## config.mk

```make
export PLATFORM = sky130hd
export DESIGN_NAME = ssst_top
export DESIGN_NICKNAME = d
export VERILOG_FILES = /design/src/core/ssst_pkg.sv /design/src/core/ssst_top.sv
export SDC_FILE = /design/constraint.sdc
export NUM_CORES = 1
export LEC_CHECK = 0
export BUFFER_PORTS_ARGS = -buffer_cell sky130_fd_sc_hd__buf_2
export CORE_MARGIN = 5
export CORE_UTILIZATION = 39
export CTS_CLUSTER_DIAMETER = 50
export DETAILED_ROUTE_END_ITERATION = 6
export SLEW_MARGIN = 20
export SYNTH_ARGS = -nofsm -noshare
export SYNTH_HDL_FRONTEND = slang
export SYNTH_SLANG_ARGS = --single-unit
```

## constraint.sdc

```tcl
create_clock -name pclk -period 1.9 [get_ports pclk]
set_clock_uncertainty 0.1 [all_clocks]
set_input_delay 0.285 -clock pclk [delete_from_list [all_inputs] [get_ports pclk]]
set_output_delay 0.285 -clock pclk [all_outputs]
set_load 0.02 [all_outputs]
```

## src/core/ssst_pkg.sv

```systemverilog
// Package for the synchronous slave serial transmit block.
// Assumes an APB slave with 32-bit data, one register per aligned word.
package ssst_pkg;
    // Register byte offsets
    localparam logic [7:0] OFF_INT_CTRL  = 8'h00;  // interrupt_control
    localparam logic [7:0] OFF_FLAGS3    = 8'h04;  // peripheral_flags_three
    localparam logic [7:0] OFF_ENABLES3  = 8'h08;  // peripheral_enables_three
    localparam logic [7:0] OFF_PRIO3     = 8'h0C;  // peripheral_priority_three
    localparam logic [7:0] OFF_RX_CTRL   = 8'h10;  // port_two_receive_control
    localparam logic [7:0] OFF_TX_HOLD   = 8'h14;  // port_two_transmit_holding
    localparam logic [7:0] OFF_TX_CTRL   = 8'h18;  // port_two_transmit_control
    localparam logic [7:0] OFF_RATE_DIV  = 8'h1C;  // port_two_rate_divider
    localparam logic [7:0] OFF_LATCH_G   = 8'h20;  // port_g_output_latch
    localparam logic [7:0] OFF_SLEEP     = 8'h24;  // sleep control
    // Field positions
    localparam int TXC_CLK_SRC   = 7;
    localparam int TXC_NINE      = 6;
    localparam int TXC_TX_EN     = 5;
    localparam int TXC_SYNC      = 4;
    localparam int TXC_SHIFT_MT  = 1;
    localparam int TXC_NINTH_D   = 0;
    localparam int RXC_PORT_EN   = 7;
    localparam int RXC_SINGLE_RX = 5;
    localparam int RXC_CONT_RX   = 4;
    localparam int INT_GLOBAL    = 7;
    localparam int INT_PERIPH    = 6;
    localparam int FLG_TX        = 4;
    // Reset values
    localparam logic [7:0] RST_TX_CTRL = 8'h82;  // Master clock source, shifter empty
    localparam logic [7:0] RST_ZERO    = 8'h00;
    localparam logic [7:0] RST_FLAGS3  = 8'h10;  // Holding register empty at reset
    localparam logic [3:0] BITS_EIGHT  = 4'h8;
    localparam logic [3:0] BITS_NINE   = 4'h9;

    typedef enum logic [1:0] {SH_IDLE, SH_LOAD, SH_BITS} ssst_state_t;

    // Word queued in the holding register
    typedef struct packed {
        logic [7:0] data;
        logic       ninth;
        logic       nine;
    } ssst_word_t;
endpackage

```

## src/core/ssst_top.sv

```systemverilog
// Synchronous slave transmitter of the second serial port, with APB registers.
// Assumes the external master drives the shift clock pin; it is sampled on pclk.
// How it works
// - Clear clock source bit selects slave
// - Shift only on externally supplied clock
// - Keeps shifting while chip sleeps
// - First queued word loads shifter immediately
// - Second word waits, flag stays clear
// - After first word, load second, set flag
// - Flag with enable raises wake interrupt
// - Nine-bit select sends nine bits
// - Ninth bit taken from ninth-data bit
// - Transmit only while transmit enable set
// - Holding write starts transmission when free
`timescale 1ns/1ps
module ssst_top (
    input  wire logic        pclk,        // System clock, 250 MHz
    input  wire logic        presetn,     // Async reset, active low
    input  wire logic        psel,        // APB select
    input  wire logic        penable,     // APB enable
    input  wire logic        pwrite,      // APB direction
    input  wire logic [7:0]  paddr,       // APB byte address
    input  wire logic [31:0] pwdata,      // APB write data
    output logic      [31:0] prdata,      // APB read data
    output logic             pready,      // APB ready
    output logic             pslverr,     // APB error, unmapped address
    input  wire logic        clk_pin_in,  // Shift clock from external master
    output logic             clk_pin_out, // Shift clock drive, always low
    output logic             clk_pin_oe,  // Shift clock enable, never driven
    output logic             data_out,    // Serial data out
    output logic             data_oe,     // Data pin enable
    output logic             irq,         // Level interrupt, masked events
    output logic             wake         // Wake from sleep request
);
    logic [7:0] int_ctrl_r, flags3_r, enables3_r, prio3_r, rx_ctrl_r;
    logic [7:0] tx_ctrl_r, rate_div_r, latch_g_r;
    logic       sleep_r;
    ssst_pkg::ssst_word_t hold_r;
    logic       hold_full_r;
    logic [8:0] shift_r;
    logic [3:0] bits_left_r;
    ssst_pkg::ssst_state_t state_r;
    logic [2:0] ck_sync_r;
    logic       shift_empty;
    logic       access, wr, rd;
    logic       slave_mode, tx_active, ck_fall;
    logic       load_shift, flag_set;

    assign access = psel & penable;
    assign wr     = access & pwrite;
    assign rd     = access & ~pwrite;

    function automatic logic mapped(input logic [7:0] a);
        mapped = (a[1:0] == 2'b00) && (a <= ssst_pkg::OFF_SLEEP);
    endfunction

    // Slave mode needs sync, port enable and a cleared source bit
    assign slave_mode = ~tx_ctrl_r[ssst_pkg::TXC_CLK_SRC]
                      & tx_ctrl_r[ssst_pkg::TXC_SYNC]
                      & rx_ctrl_r[ssst_pkg::RXC_PORT_EN];
    assign tx_active  = slave_mode & tx_ctrl_r[ssst_pkg::TXC_TX_EN];

    // Two-stage synchroniser, edge found on stages two and three
    always_ff @(posedge pclk or negedge presetn) begin
        if (!presetn) begin
            ck_sync_r <= 3'h0;
        end else begin
            ck_sync_r <= {ck_sync_r[1:0], clk_pin_in};
        end
    end
    // Data changes on falling shift clock edge for the master to sample on rising
    assign ck_fall = ck_sync_r[2] & ~ck_sync_r[1];

    // Holding register moves into an idle shifter; no pclk dependence on sleep
    assign shift_empty = (state_r == ssst_pkg::SH_IDLE);
    assign load_shift  = tx_active & hold_full_r & shift_empty;
    // Flag tracks holding-empty; asleep, the second load comes only after the first word
    assign flag_set    = load_shift;

    // Register writes
    always_ff @(posedge pclk or negedge presetn) begin
        if (!presetn) begin
            int_ctrl_r <= ssst_pkg::RST_ZERO;
            enables3_r <= ssst_pkg::RST_ZERO;
            prio3_r    <= ssst_pkg::RST_ZERO;
            rx_ctrl_r  <= ssst_pkg::RST_ZERO;
            tx_ctrl_r  <= ssst_pkg::RST_TX_CTRL;
            rate_div_r <= ssst_pkg::RST_ZERO;
            latch_g_r  <= ssst_pkg::RST_ZERO;
            sleep_r    <= 1'b0;
        end else begin
            if (wr) begin
                case (paddr)
                    ssst_pkg::OFF_INT_CTRL: int_ctrl_r <= pwdata[7:0];
                    ssst_pkg::OFF_ENABLES3: enables3_r <= pwdata[7:0];
                    ssst_pkg::OFF_PRIO3:    prio3_r    <= pwdata[7:0];
                    ssst_pkg::OFF_RX_CTRL:  rx_ctrl_r  <= pwdata[7:0];
                    ssst_pkg::OFF_TX_CTRL:  tx_ctrl_r  <= pwdata[7:0];
                    ssst_pkg::OFF_RATE_DIV: rate_div_r <= pwdata[7:0];
                    ssst_pkg::OFF_LATCH_G:  latch_g_r  <= pwdata[7:0];
                    ssst_pkg::OFF_SLEEP:    sleep_r    <= pwdata[0];
                    default: ;
                endcase
            end
            // Any unmasked wake interrupt ends sleep
            if (wake) begin
                sleep_r <= 1'b0;
            end
        end
    end

    // Holding register: written by software, emptied into the shifter
    always_ff @(posedge pclk or negedge presetn) begin
        if (!presetn) begin
            hold_r      <= '0;
            hold_full_r <= 1'b0;
        end else begin
            if (wr && paddr == ssst_pkg::OFF_TX_HOLD) begin
                // Ninth bit latched with the word, so set it first
                hold_r.data  <= pwdata[7:0];
                hold_r.ninth <= tx_ctrl_r[ssst_pkg::TXC_NINTH_D];
                hold_r.nine  <= tx_ctrl_r[ssst_pkg::TXC_NINE];
                hold_full_r  <= 1'b1;
            end else if (load_shift) begin
                hold_full_r <= 1'b0;
            end
        end
    end

    // Shifter runs only on external clock edges, so it works during sleep
    always_ff @(posedge pclk or negedge presetn) begin
        if (!presetn) begin
            shift_r     <= 9'h1FF;
            bits_left_r <= 4'h0;
            state_r     <= ssst_pkg::SH_IDLE;
            data_out    <= 1'b1;
            data_oe     <= 1'b0;
        end else begin
            data_oe <= tx_active;
            // Released line returns to its idle level
            if (!tx_active) begin
                data_out <= 1'b1;
            end
            case (state_r)
                ssst_pkg::SH_IDLE: begin
                    if (load_shift) begin
                        shift_r     <= {hold_r.ninth, hold_r.data};
                        bits_left_r <= hold_r.nine ? ssst_pkg::BITS_NINE
                                                   : ssst_pkg::BITS_EIGHT;
                        state_r     <= ssst_pkg::SH_BITS;
                    end
                end
                ssst_pkg::SH_BITS: begin
                    if (!tx_active) begin
                        state_r <= ssst_pkg::SH_IDLE;
                    end else if (ck_fall) begin
                        // Idle right after the last bit, so the next word is ready
                        // before the next falling edge and no clock is wasted
                        data_out    <= shift_r[0];
                        shift_r     <= {1'b1, shift_r[8:1]};
                        bits_left_r <= bits_left_r - 4'h1;
                        if (bits_left_r == 4'h1) begin
                            state_r <= ssst_pkg::SH_IDLE;
                        end
                    end
                end
                default: state_r <= ssst_pkg::SH_IDLE;
            endcase
        end
    end

    // Transmit flag is a level: set while holding empty, after a load (set beats a flag write, a holding write beats set)
    always_ff @(posedge pclk or negedge presetn) begin
        if (!presetn) begin
            flags3_r <= ssst_pkg::RST_FLAGS3;
        end else begin
            if (wr && paddr == ssst_pkg::OFF_FLAGS3) begin
                flags3_r <= flags3_r & ~pwdata[7:0];
            end
            if (wr && paddr == ssst_pkg::OFF_TX_HOLD) begin
                flags3_r[ssst_pkg::FLG_TX] <= 1'b0;
            end else if (flag_set) begin
                flags3_r[ssst_pkg::FLG_TX] <= 1'b1;
            end
        end
    end

    // Interrupt and wake outputs, registered
    always_ff @(posedge pclk or negedge presetn) begin
        if (!presetn) begin
            irq  <= 1'b0;
            wake <= 1'b0;
        end else begin
            irq  <= |(flags3_r & enables3_r)
                  & int_ctrl_r[ssst_pkg::INT_GLOBAL]
                  & int_ctrl_r[ssst_pkg::INT_PERIPH];
            wake <= sleep_r & |(flags3_r & enables3_r);
        end
    end

    // APB answers in the access cycle; reads registered from setup
    always_ff @(posedge pclk or negedge presetn) begin
        if (!presetn) begin
            prdata  <= 32'h0000_0000;
            pready  <= 1'b0;
            pslverr <= 1'b0;
        end else begin
            pready  <= psel & ~penable;
            pslverr <= psel & ~penable & ~mapped(paddr);
            prdata  <= 32'h0000_0000;
            if (psel && !penable && !pwrite) begin
                case (paddr)
                    ssst_pkg::OFF_INT_CTRL: prdata[7:0] <= int_ctrl_r;
                    ssst_pkg::OFF_FLAGS3:   prdata[7:0] <= flags3_r;
                    ssst_pkg::OFF_ENABLES3: prdata[7:0] <= enables3_r;
                    ssst_pkg::OFF_PRIO3:    prdata[7:0] <= prio3_r;
                    ssst_pkg::OFF_RX_CTRL:  prdata[7:0] <= rx_ctrl_r;
                    ssst_pkg::OFF_TX_CTRL:  prdata[7:0] <= {tx_ctrl_r[7:2],
                                                           shift_empty,
                                                           tx_ctrl_r[0]};
                    ssst_pkg::OFF_RATE_DIV: prdata[7:0] <= rate_div_r;
                    ssst_pkg::OFF_LATCH_G:  prdata[7:0] <= latch_g_r;
                    ssst_pkg::OFF_SLEEP:    prdata[0]   <= sleep_r;
                    default: ;
                endcase
            end
        end
    end

    // Shift clock pin is input only in every mode, master source included
    always_ff @(posedge pclk or negedge presetn) begin
        if (!presetn) begin
            clk_pin_out <= 1'b0;
            clk_pin_oe  <= 1'b0;
        end else begin
            clk_pin_out <= 1'b0;
            clk_pin_oe  <= 1'b0;
        end
    end
endmodule
```

==> impl_metrics.env, run 1 <==
export IMPL_diodes=0
export IMPL_fin_crit_ns=1.72
export IMPL_post_cts_resized=0
export IMPL_worst_path_dominant_cell_family="simple AND/OR/NAND/NOR gates"
export IMPL_top_level_ports=86
export IMPL_hold_class="in -> reg"
export IMPL_first_iter_violations=263
export IMPL_rows=41
export IMPL_place_congestion=0.860
export IMPL_drt_pass1_iter_count=4
export IMPL_static_leakage_power_nw=2.79
export IMPL_worst_setup_path_end_kind="flop"
export IMPL_netlist_area_um2=4980
export IMPL_track_usage=0.159
export IMPL_h_tree_depth=3
export IMPL_totalWireLength_um=11300
export IMPL_report_final_setup_viol=0
export IMPL_totalPowerFinal_mw=4.58
export IMPL_pwr_density_nw_per_um2=775
export IMPL_maximum_achievable_frequency_mhz=582
export IMPL_area_growth_synth_to_final_pct=18.8
export IMPL_postLayoutSetupSlackWorst_ns=0.181
export IMPL_slowest_delay_ns=0.68
export IMPL_synth_seq_cells=106
export IMPL_clock_tree_from_tritoncts="built"
export IMPL_path_buf_inv=2
export IMPL_final_min_period_over_clock_period=0.905
export IMPL_worstSkewPairLatency_ns=0.35
export IMPL_final_layout_size_suffix_gt1_frac=0.422
export IMPL_synth_warnings=0
export IMPL_cts_reportedPaths_clkPinSlew_ns=0.07
export IMPL_critPathSlowestCell="sky130_fd_sc_hd__or4_1"
export IMPL_core_region_area_um2=12600
export IMPL_finalNetCount=503
export IMPL_hold_worst_slack_ns=0.0912
export IMPL_path_cells="buf_2, or4_1, nor3_4, buf_12, mux2_2"
export IMPL_place_hpwl_um=7930
export IMPL_fill_cells=1147
export IMPL_cap_viol_max_count=0
export IMPL_horiz_die_dim_um=123
export IMPL_synth_edf_count=0
export IMPL_start_kind="input port"
export IMPL_via_count_of_the_first_global_routing_pass=3325
export IMPL_start_util=0.396
export IMPL_grt_max_degree=107
export IMPL_routed_via_count_divided_by_cell_count=5.08
export IMPL_path_max_fanout=8
export IMPL_ys_seq_area_frac=0.536
export IMPL_drc_errors=0
export IMPL_number_of_antenna_violations_at_the_first_check_in_global_routing=0
export IMPL_rsz0062_at_grt="false"
export IMPL_die_height_um=123
export IMPL_drv_slew=0
export IMPL_max_slew_worst_pin_slew_ns=0.586
export IMPL_overflow=0
export IMPL_io_buffers=35
export IMPL_timing_critical_path_required_ns=2.03
export IMPL_avgSynthCellArea_um2=13.0
export IMPL_relSlewSlack=0.607
export IMPL_criticalPathCategory="in -> reg"
export IMPL_cts_path_max_buffers=2
export IMPL_first_pass_grt_wire_length_um=17900
export IMPL_crit_arrival_ns=1.85
export IMPL_cts_root_buffer="sky130_fd_sc_hd__clkbuf_16"
export IMPL_detail_route_wl_per_cell_um=17.8
export IMPL_antenna_violating_nets_post_route=0
export IMPL_ys_dominant_reg_cell="sky130_fd_sc_hd__dfrtp_1"
export IMPL_worst_ir_drop_vdd_uv=428
export IMPL_post_synth_num_cell_types=53
export IMPL_fin_area_um2=5910
export IMPL_cts_num_sinks=106
export IMPL_outcome="completed"
export IMPL_hold_violations=0
export IMPL_placement_setup_worst_slack_ns=-0.174
export IMPL_syn_instance_count=383
export IMPL_numCtsBuffers=9
export IMPL_routed_via_count=3212
export IMPL_postCtsSetupRepairBufs=0
export IMPL_ys_async_sr_fraction=1.00
export IMPL_dpl_instance_area_um2=5580
export IMPL_die_area_um2=15100
-- tightest hold or removal path, cell delays in order --
cell	delay (ns)
sky130_fd_sc_hd__buf_2	0.09
sky130_fd_sc_hd__nand2b_1	0.08
sky130_fd_sc_hd__inv_1	0.06
-- per-stage QoR --
step | TNS [ns] | cells | utilization
final | 0 | 632 | 0.470
after global routing | 0 | 632 | 0.470
after CTS | 0 | 632 | 0.470
after detailed placement | -5.97 | 614 | 0.444
after global placement | -5.35 | 614 | 0.444
after floorplan | 0 | 408 | -
-- registers in the layout (all words and copies together) (netlist names) --
name and count:
prdata 8, flags3_r 8, prio3_r 8, data_oe 1, shift_r 9, sleep_r 1, rx_ctrl_r 8, tx_ctrl_r 7
pslverr 1, pready 1, irq 1, hold_r 10, data_out 1, wake 1, latch_g_r 8, hold_full_r 1
state_r 1, bits_left_r 4, ck_sync_r 3, rate_div_r 8, enables3_r 8, int_ctrl_r 8
-- power breakdown --
group / switching, mW / leakage [nW] / total (mW) / internal, mW
registers: 0.0146 / 1.42 / 2.30 / 2.28
clock network: 0.823 / 0.146 / 1.98 / 1.15
logic: 0.206 / 1.22 / 0.308 / 0.102
-- final timing paths --
check | cells after the start | to | from | slack (ns)
worst max-delay path | 5 | enables3_r[5]$_DFFE_PN0P_ | paddr[5] | 0.18
worst min-delay path | 3 | pready$_DFF_PN0_ | psel | 0.09
worst max register to register | 5 | shift_r[6]$_DFFE_PN1P_ | tx_ctrl_r[7]$_DFFE_PN1P_ | 0.30
worst min register to register | 0 | ck_sync_r[1]$_DFF_PN0_ | ck_sync_r[0]$_DFF_PN0_ | 0.25
max in group asynchronous | 3 | prio3_r[3]$_DFFE_PN0P_ | presetn | 0.83
min in group asynchronous | 3 | hold_r[4]$_DFFE_PN0P_ | presetn | 0.42
-- cell usage in the layout (no fill, tap or decap), types with 3 or more instances in the layout --
master and count:
sky130_fd_sc_hd__a21boi_0 7, sky130_fd_sc_hd__a21oi_1 20, sky130_fd_sc_hd__a22o_1 9, sky130_fd_sc_hd__a22oi_1 11
sky130_fd_sc_hd__and3_1 5, sky130_fd_sc_hd__buf_12 5, sky130_fd_sc_hd__buf_2 34, sky130_fd_sc_hd__buf_4 39
sky130_fd_sc_hd__clkbuf_16 9, sky130_fd_sc_hd__conb_1 26, sky130_fd_sc_hd__dfrtp_1 94, sky130_fd_sc_hd__dfstp_2 12
sky130_fd_sc_hd__inv_1 3, sky130_fd_sc_hd__mux2_2 72, sky130_fd_sc_hd__mux2i_1 12, sky130_fd_sc_hd__mux4_2 6
sky130_fd_sc_hd__nand2_1 15, sky130_fd_sc_hd__nand3_1 7, sky130_fd_sc_hd__nor2_1 11, sky130_fd_sc_hd__nor2_4 3
sky130_fd_sc_hd__nor2b_1 4, sky130_fd_sc_hd__nor3_1 3, sky130_fd_sc_hd__o21a_1 3
-- cell families after synthesis --
group                      share of synthesized area
muxes                                          0.214
AOI/OAI and AO/OA                             0.0867
other                                       0.000753
adders and majority gates                    0.00503
and+or+nand+nor                               0.0970
buffers and inverters                         0.0568
xor gates and xnor gates                     0.00352
DFF                                            0.536
-- synth_stat cells, types with 2 or more instances --
library cell               instances  area (um2)
sky130_fd_sc_hd__o21ai_0           2        10.0
sky130_fd_sc_hd__nand3b_1          2        15.0
sky130_fd_sc_hd__xor2_1            2        17.5
sky130_fd_sc_hd__o21a_1            3        22.5
sky130_fd_sc_hd__nor3_4            2        32.5
sky130_fd_sc_hd__nor3_1            3        15.0
sky130_fd_sc_hd__inv_1             3        11.3
sky130_fd_sc_hd__mux4_2            6         135
sky130_fd_sc_hd__buf_1             3        11.3
sky130_fd_sc_hd__nor2_4            3        33.8
sky130_fd_sc_hd__mux2_2           72         811
sky130_fd_sc_hd__nor2_1           11        41.3
sky130_fd_sc_hd__dfstp_2          12         315
sky130_fd_sc_hd__a21oi_1          20         100
sky130_fd_sc_hd__a21boi_0          7        52.6
sky130_fd_sc_hd__nor2b_1           4        25.0
sky130_fd_sc_hd__o22ai_1           2        12.5
sky130_fd_sc_hd__nand2_1          15        56.3
sky130_fd_sc_hd__and3_1            5        31.3
sky130_fd_sc_hd__clkbuf_1          8        30.0
sky130_fd_sc_hd__a22o_1            9        78.8
sky130_fd_sc_hd__buf_4            26         195
sky130_fd_sc_hd__a22oi_1          11        82.6
sky130_fd_sc_hd__a21bo_2           2        20.0
sky130_fd_sc_hd__dfrtp_1          94        2350
sky130_fd_sc_hd__ha_1              2        25.0
sky130_fd_sc_hd__nand4_1           2        12.5
sky130_fd_sc_hd__nand3_1           7        35.0
sky130_fd_sc_hd__and2_1            2        12.5
sky130_fd_sc_hd__mux2i_1          12         120
sky130_fd_sc_hd__or4_1             2        15.0
sky130_fd_sc_hd__buf_2             7        35.0
sky130_fd_sc_hd__nor4_1            2        12.5
-- layout make-up --
type	count	area (um2)	share of cell area
Multi-Input combinational cell	255	2120	0.359
Clock buffer	11	233	0.0394
Tap cell	172	215	0.0364
Timing Repair Buffer	80	583	0.0986
Inverter	3	11.3	0.00191
Clock inverter	5	80.1	0.0135
Sequential cell	106	2670	0.451
-- what timing repair did --
| item | in CTS | in global routing |
|---|---|---|
| setup endpoints to repair | 0 | 0 |
| hold buffers | 2 | 0 |
| endpoints found under the hold margin | 95 | 0 |
-- layer usage --
layer  up-vias  part of all wire  GRT usage
li1       1487                 -          -
met1      1628              0.46      0.219
met2        77              0.46      0.244
met3        20             0.044     0.0339
met4         0             0.028     0.0727
met5         -                 0          0
Power figures use the tool's default switching activity.
==> run 2: changes to the inputs <==
--- a/config.mk
+++ b/config.mk
@@ -5,11 +5,10 @@
 export SDC_FILE = /design/constraint.sdc
 export NUM_CORES = 1
 export LEC_CHECK = 0
-export BUFFER_PORTS_ARGS = -buffer_cell sky130_fd_sc_hd__buf_2
-export CORE_MARGIN = 5
 export CORE_UTILIZATION = 39
 export CTS_CLUSTER_DIAMETER = 50
 export DETAILED_ROUTE_END_ITERATION = 6
+export DONT_BUFFER_PORTS = 1
 export SLEW_MARGIN = 20
 export SYNTH_ARGS = -nofsm -noshare
 export SYNTH_HDL_FRONTEND = slang
==> constraint.sdc (replaced) <==
create_clock -name pclk -period 1.7 [get_ports pclk]
set_clock_uncertainty 0.1 [all_clocks]
set_input_delay 0.255 -clock pclk [delete_from_list [all_inputs] [get_ports pclk]]
set_output_delay 0.255 -clock pclk [all_outputs]
set_load 0.02 [all_outputs]
==> impl_metrics.env, run 2 (synthesized netlist as in run 1, its figures left out) <==
export IMPL_outcome="finished, violations left"
export IMPL_failing_checks="negative hold slack"
export IMPL_criticalPathCategory="reg -> reg"
export IMPL_grt_max_degree=107
export IMPL_largest_register_ff_count=10
export IMPL_fill_cells=1109
export IMPL_via_count_of_the_first_global_routing_pass=3079
export IMPL_mostFrequentLayoutCells="sky130_fd_sc_hd__dfrtp_1 (94), sky130_fd_sc_hd__mux2_2 (60), sky130_fd_sc_hd__conb_1 (26)"
export IMPL_hold_violations=106
export IMPL_final_min_period_over_clock_period=0.928
export IMPL_part_of_the_total_power_dissipated_in_sequential_elements=0.520
export IMPL_horiz_die_dim_um=115
export IMPL_number_of_antenna_violations_at_the_first_check_in_global_routing=0
export IMPL_p_sw_frac=0.219
export IMPL_cap_viol_max_count=0
export IMPL_track_usage=0.182
export IMPL_die_height_um=115
export IMPL_core_region_area_um2=12200
export IMPL_routed_via_count_divided_by_cell_count=5.19
export IMPL_routed_via_count=3038
export IMPL_top_level_ports=86
export IMPL_hold_worst_slack_ns=-0.493
export IMPL_first_pass_grt_wire_length_um=17600
export IMPL_report_final_setup_viol=0
export IMPL_area_growth_synth_to_final_pct=15.7
export IMPL_static_leakage_power_nw=2.62
export IMPL_totalWireLength_um=10900
export IMPL_top_register="hold_r"
export IMPL_multi_input_area_um2=2190
export IMPL_drc_errors=0
export IMPL_dpl_instance_area_um2=5330
export IMPL_maximum_achievable_frequency_mhz=634
export IMPL_postCtsSetupRepairBufs=0
export IMPL_start_kind="flop"
export IMPL_crit_arrival_ns=1.68
export IMPL_cts_path_max_buffers=2
export IMPL_layout_area_seq_um2=2670
export IMPL_p_clk_frac=0.439
export IMPL_first_iter_violations=173
export IMPL_start_util=0.408
export IMPL_mostFrequentLayoutCell="sky130_fd_sc_hd__dfrtp_1"
export IMPL_path_max_fanout=3
export IMPL_worst_ir_drop_vdd_uv=518
export IMPL_h_tree_depth=3
export IMPL_pwr_density_nw_per_um2=859
export IMPL_overflow=0
export IMPL_cts_reportedPaths_clkPinSlew_ns=0.07
export IMPL_io_buffers=0
export IMPL_hold_buf_cts=11
export IMPL_drt_pass1_iter_count=4
export IMPL_max_slew_worst_pin_slew_ns=0.534
export IMPL_final_core_utilization=0.472
export IMPL_die_area_um2=13200
export IMPL_drv_slew=0
export IMPL_rsz0062_at_grt="false"
export IMPL_cts_num_sinks=106
export IMPL_r2r_cells=3
export IMPL_totalPowerFinal_mw=4.95
export IMPL_rows=40
export IMPL_cts_root_buffer="sky130_fd_sc_hd__clkbuf_16"
export IMPL_worstSkewPairLatency_ns=0.35
export IMPL_power_internal_mw=3.86
export IMPL_diodes=0
export IMPL_antenna_violating_nets_post_route=0
export IMPL_top_regs="hold_r x10, shift_r x9"
export IMPL_place_congestion=0.803
export IMPL_power_share_combinational=0.041
export IMPL_place_hpwl_um=7220
export IMPL_fin_area_um2=5760
export IMPL_switching_power_mw=1.08
export IMPL_clock_tree_from_tritoncts="built"
export IMPL_finalNetCount=460
export IMPL_numCtsBuffers=9
export IMPL_final_layout_size_suffix_gt1_frac=0.360
export IMPL_worst_setup_path_end_kind="flop"
export IMPL_detail_route_wl_per_cell_um=18.6
export IMPL_fin_crit_ns=1.58
export IMPL_relSlewSlack=0.641
export IMPL_timing_critical_path_required_ns=1.80
export IMPL_hold_class="in -> async"
## run 2: routing by layer
layer	vias to the layer above	track usage	share of wire
met4	0	0.0701	0.016
met1	1551	0.259	0.50
li1	1410	-	-
met3	13	0.0374	0.040
met2	64	0.271	0.45
met5	-	0	0
## run 2: power groups by stage
stage | registers [mW] | clock network [mW] | logic, mW
2_1_floorplan | 2.61 | 0 | 0.211
3_3_place_gp | 2.62 | 0 | 0.150
3_5_place_dp | 2.62 | 0 | 0.150
4_1_cts | 2.57 | 2.21 | 0.203
5_1_grt | 2.57 | 2.32 | 0.221
6_report | 2.57 | 2.17 | 0.203
## run 2: final timing paths
check,slack (ns),start,endpoint
max in group asynchronous,1.76,presetn,tx_ctrl_r[7]$_DFFE_PN1P_
min reg2reg,0.25,ck_sync_r[0]$_DFF_PN0_,ck_sync_r[1]$_DFF_PN0_
max reg2reg,0.12,flags3_r[1]$_DFFE_PN0P_,prdata[1]$_DFF_PN0_
min in group pclk,0.01,penable,pready$_DFF_PN0_
min,-0.49,presetn,hold_r[8]$_DFFE_PN0P_
max,0.12,flags3_r[1]$_DFFE_PN0P_,prdata[1]$_DFF_PN0_
## run 2: timing repair
action,CTS,global route
setup endpoints to repair,0,11
resized for setup,0,1
endpoints found under the hold margin,182,106
## run 2: area by class of cell
class | instances | area share
multi-input combinational | 255 | 0.380
inverter | 3 | 0.00196
clock buffer | 11 | 0.0439
clock inverter | 5 | 0.0106
tap | 168 | 0.0365
timing repair buffer | 37 | 0.0639
sequential | 106 | 0.463
## run 2: critical path, stage by stage (launching register included)
cell and delay, ns:
sky130_fd_sc_hd__dfrtp_1 0.40, sky130_fd_sc_hd__mux4_2 0.50, sky130_fd_sc_hd__a22oi_1 0.30, sky130_fd_sc_hd__a21oi_1 0.13
## run 2: through the flow
step,instances,setup TNS [ns],worst slack [ns]
after global placement,558,-0.695,-0.107
after global routing,585,0,0.0499
after floorplan,408,-2.15,-0.0747
after detailed placement,558,-0.597,-0.0963
final,585,0,0.123
after CTS,585,0,0.0214
==> run 3: changes to the inputs <==
--- a/config.mk
+++ b/config.mk
@@ -5,10 +5,15 @@
 export SDC_FILE = /design/constraint.sdc
 export NUM_CORES = 1
 export LEC_CHECK = 0
+export CELL_PAD_IN_SITES_DETAIL_PLACEMENT = 0
+export CELL_PAD_IN_SITES_GLOBAL_PLACEMENT = 1
+export CORE_MARGIN = 2
 export CORE_UTILIZATION = 39
 export CTS_CLUSTER_DIAMETER = 50
 export DETAILED_ROUTE_END_ITERATION = 6
 export DONT_BUFFER_PORTS = 1
+export PLACE_DENSITY_LB_ADDON = 0.1
+export REMOVE_ABC_BUFFERS = 1
 export SLEW_MARGIN = 20
 export SYNTH_ARGS = -nofsm -noshare
 export SYNTH_HDL_FRONTEND = slang
==> impl_metrics.env, run 3 (synthesized netlist as in run 1, its figures left out) <==
export IMPL_diodes=0
export IMPL_numCtsBuffers=9
export IMPL_drc_errors=0
export IMPL_area_growth_synth_to_final_pct=15.4
export IMPL_routed_via_count=3087
export IMPL_grt_max_degree=107
export IMPL_start_util=0.398
export IMPL_top_regs="hold_r x10, shift_r x9"
export IMPL_hold_worst_slack_ns=-0.497
export IMPL_cts_reportedPaths_clkPinSlew_ns=0.07
export IMPL_timing_critical_path_required_ns=1.82
export IMPL_rows=41
export IMPL_horiz_die_dim_um=117
export IMPL_drt_pass1_iter_count=4
export IMPL_cts_path_max_buffers=2
export IMPL_antenna_violating_nets_post_route=0
export IMPL_place_hpwl_um=7620
export IMPL_largest_register_ff_count=10
export IMPL_worstSkewPairLatency_ns=0.35
export IMPL_crit_arrival_ns=1.67
export IMPL_track_usage=0.182
export IMPL_failing_checks="negative hold slack"
export IMPL_static_leakage_power_nw=2.62
export IMPL_fin_cells=596
export IMPL_maximum_achievable_frequency_mhz=644
export IMPL_totalWireLength_um=11400
export IMPL_top_level_ports=86
export IMPL_first_pass_grt_wire_length_um=17900
export IMPL_finalNetCount=467
export IMPL_cts_root_buffer="sky130_fd_sc_hd__clkbuf_16"
export IMPL_hold_class="in -> async"
export IMPL_rsz0062_at_grt="false"
export IMPL_hold_buf_cts=13
export IMPL_first_iter_violations=154
export IMPL_rr_startpoint="flags3_r[1]$_DFFE_PN0P_"
export IMPL_criticalPathCategory="reg -> reg"
export IMPL_final_layout_size_suffix_gt1_frac=0.347
export IMPL_clock_tree_from_tritoncts="built"
export IMPL_r2r_slack_ns=0.15
export IMPL_rr_endpoint="prdata[1]$_DFF_PN0_"
export IMPL_cts_num_sinks=106
export IMPL_number_of_antenna_violations_at_the_first_check_in_global_routing=0
export IMPL_top_register="hold_r"
export IMPL_post_place_cells=567
export IMPL_pwr_density_nw_per_um2=827
export IMPL_fin_crit_ns=1.55
export IMPL_cap_viol_max_count=0
export IMPL_mostFrequentLayoutCell="sky130_fd_sc_hd__dfrtp_1"
export IMPL_io_buffers=0
export IMPL_routed_via_count_divided_by_cell_count=5.18
export IMPL_r2r_cells=3
export IMPL_die_height_um=117
export IMPL_overflow=0
export IMPL_start_kind="flop"
export IMPL_totalPowerFinal_mw=4.75
export IMPL_report_final_setup_viol=0
export IMPL_mostFrequentLayoutCells="sky130_fd_sc_hd__dfrtp_1 (94), sky130_fd_sc_hd__mux2_2 (72), sky130_fd_sc_hd__conb_1 (26)"
export IMPL_path_max_fanout=3
export IMPL_outcome="finished, violations left"
export IMPL_core_region_area_um2=12500
export IMPL_place_congestion=0.773
export IMPL_worst_ir_drop_vdd_uv=775
export IMPL_postCtsSetupRepairBufs=0
export IMPL_die_area_um2=13700
export IMPL_h_tree_depth=3
export IMPL_via_count_of_the_first_global_routing_pass=2977
export IMPL_detail_route_wl_per_cell_um=19.2
export IMPL_worst_setup_path_end_kind="flop"
export IMPL_hold_violations=106
export IMPL_drv_slew=0
export IMPL_final_min_period_over_clock_period=0.914
-- run 3: changes by cell type in the layout (fill, tap and decap cells not counted), moves of 2 or more --
cell | previous run | this run
sky130_fd_sc_hd__mux2_2 | 60 | 72
sky130_fd_sc_hd__mux2_4 | 12 | 0
sky130_fd_sc_hd__buf_4 | 21 | 24
sky130_fd_sc_hd__clkbuf_1 | 0 | 3
sky130_fd_sc_hd__buf_12 | 5 | 7
sky130_fd_sc_hd__clkinv_4 | 2 | 0
sky130_fd_sc_hd__dlygate4sd3_1 | 11 | 13
-- run 3: where the power goes --
part / internal (mW) / switching, mW / total, mW
registers: 2.55 / 0.0188 / 2.57
logic: 0.0817 / 0.123 / 0.204
clock network: 1.07 / 0.902 / 1.98
-- run 3: routing by layer --
| metal | vias up | share of wire | GRT usage |
|---|---|---|---|
| met5 | - | 0 | 0 |
| met4 | 0 | 0.014 | 0.0518 |
| met3 | 9 | 0.040 | 0.0469 |
| met2 | 69 | 0.44 | 0.259 |
| met1 | 1590 | 0.51 | 0.273 |
| li1 | 1419 | - | - |
-- run 3: critical path, stage by stage, from the launching register on --
cell                      delay (ns)
sky130_fd_sc_hd__dfrtp_1        0.39
sky130_fd_sc_hd__mux4_2         0.51
sky130_fd_sc_hd__a22oi_1        0.27
sky130_fd_sc_hd__a21oi_1        0.14
-- run 3: repair_timing --
item | in CTS | in global routing
gates resized for setup | 0 | 1
hold endpoints to repair | 183 | 106
endpoints found under the setup margin | 0 | 11
-- run 3: worst max-delay path by stage --
stage                                        from                   endpoint  slack, ns  depth (start not counted)
after floorplan                          paddr[5]  enables3_r[0]$_DFFE_PN0P_      -0.16                          3
after global placement                   paddr[5]  enables3_r[3]$_DFFE_PN0P_      -0.19                          4
after detailed placement                 paddr[5]  enables3_r[3]$_DFFE_PN0P_      -0.20                          4
after CTS                  ck_sync_r[1]$_DFF_PN0_     shift_r[7]$_DFFE_PN1P_       0.04                          4
after global routing      flags3_r[1]$_DFFE_PN0P_        prdata[1]$_DFF_PN0_       0.09                          3
final                     flags3_r[1]$_DFFE_PN0P_        prdata[1]$_DFF_PN0_       0.15                          3
-- run 3: area by class of cell --
type | count | area [um2]
tap | 172 | 215
sequential | 106 | 2670
multi-input combinational | 255 | 2120
fill | 1190 | 6770
inverter | 3 | 11.3
timing repair buffer | 44 | 450
clock buffer | 14 | 264
clock inverter | 2 | 12.5
-- run 3: through the flow --
stage / hold WS (ns) / TNS [ns] / cell area (um2) / utilization / setup slack (ns)
4_1_cts: -0.517 / 0 / 5740 / 0.459 / 0.0403
3_5_place_dp: -0.136 / -3.74 / 5340 / 0.426 / -0.198
3_3_place_gp: -0.136 / -3.66 / 5340 / 0.426 / -0.191
5_1_grt: -0.522 / 0 / 5740 / 0.459 / 0.0875
6_report: -0.497 / 0 / 5740 / 0.459 / 0.147
2_1_floorplan: -0.141 / -1.68 / 4800 / - / -0.158
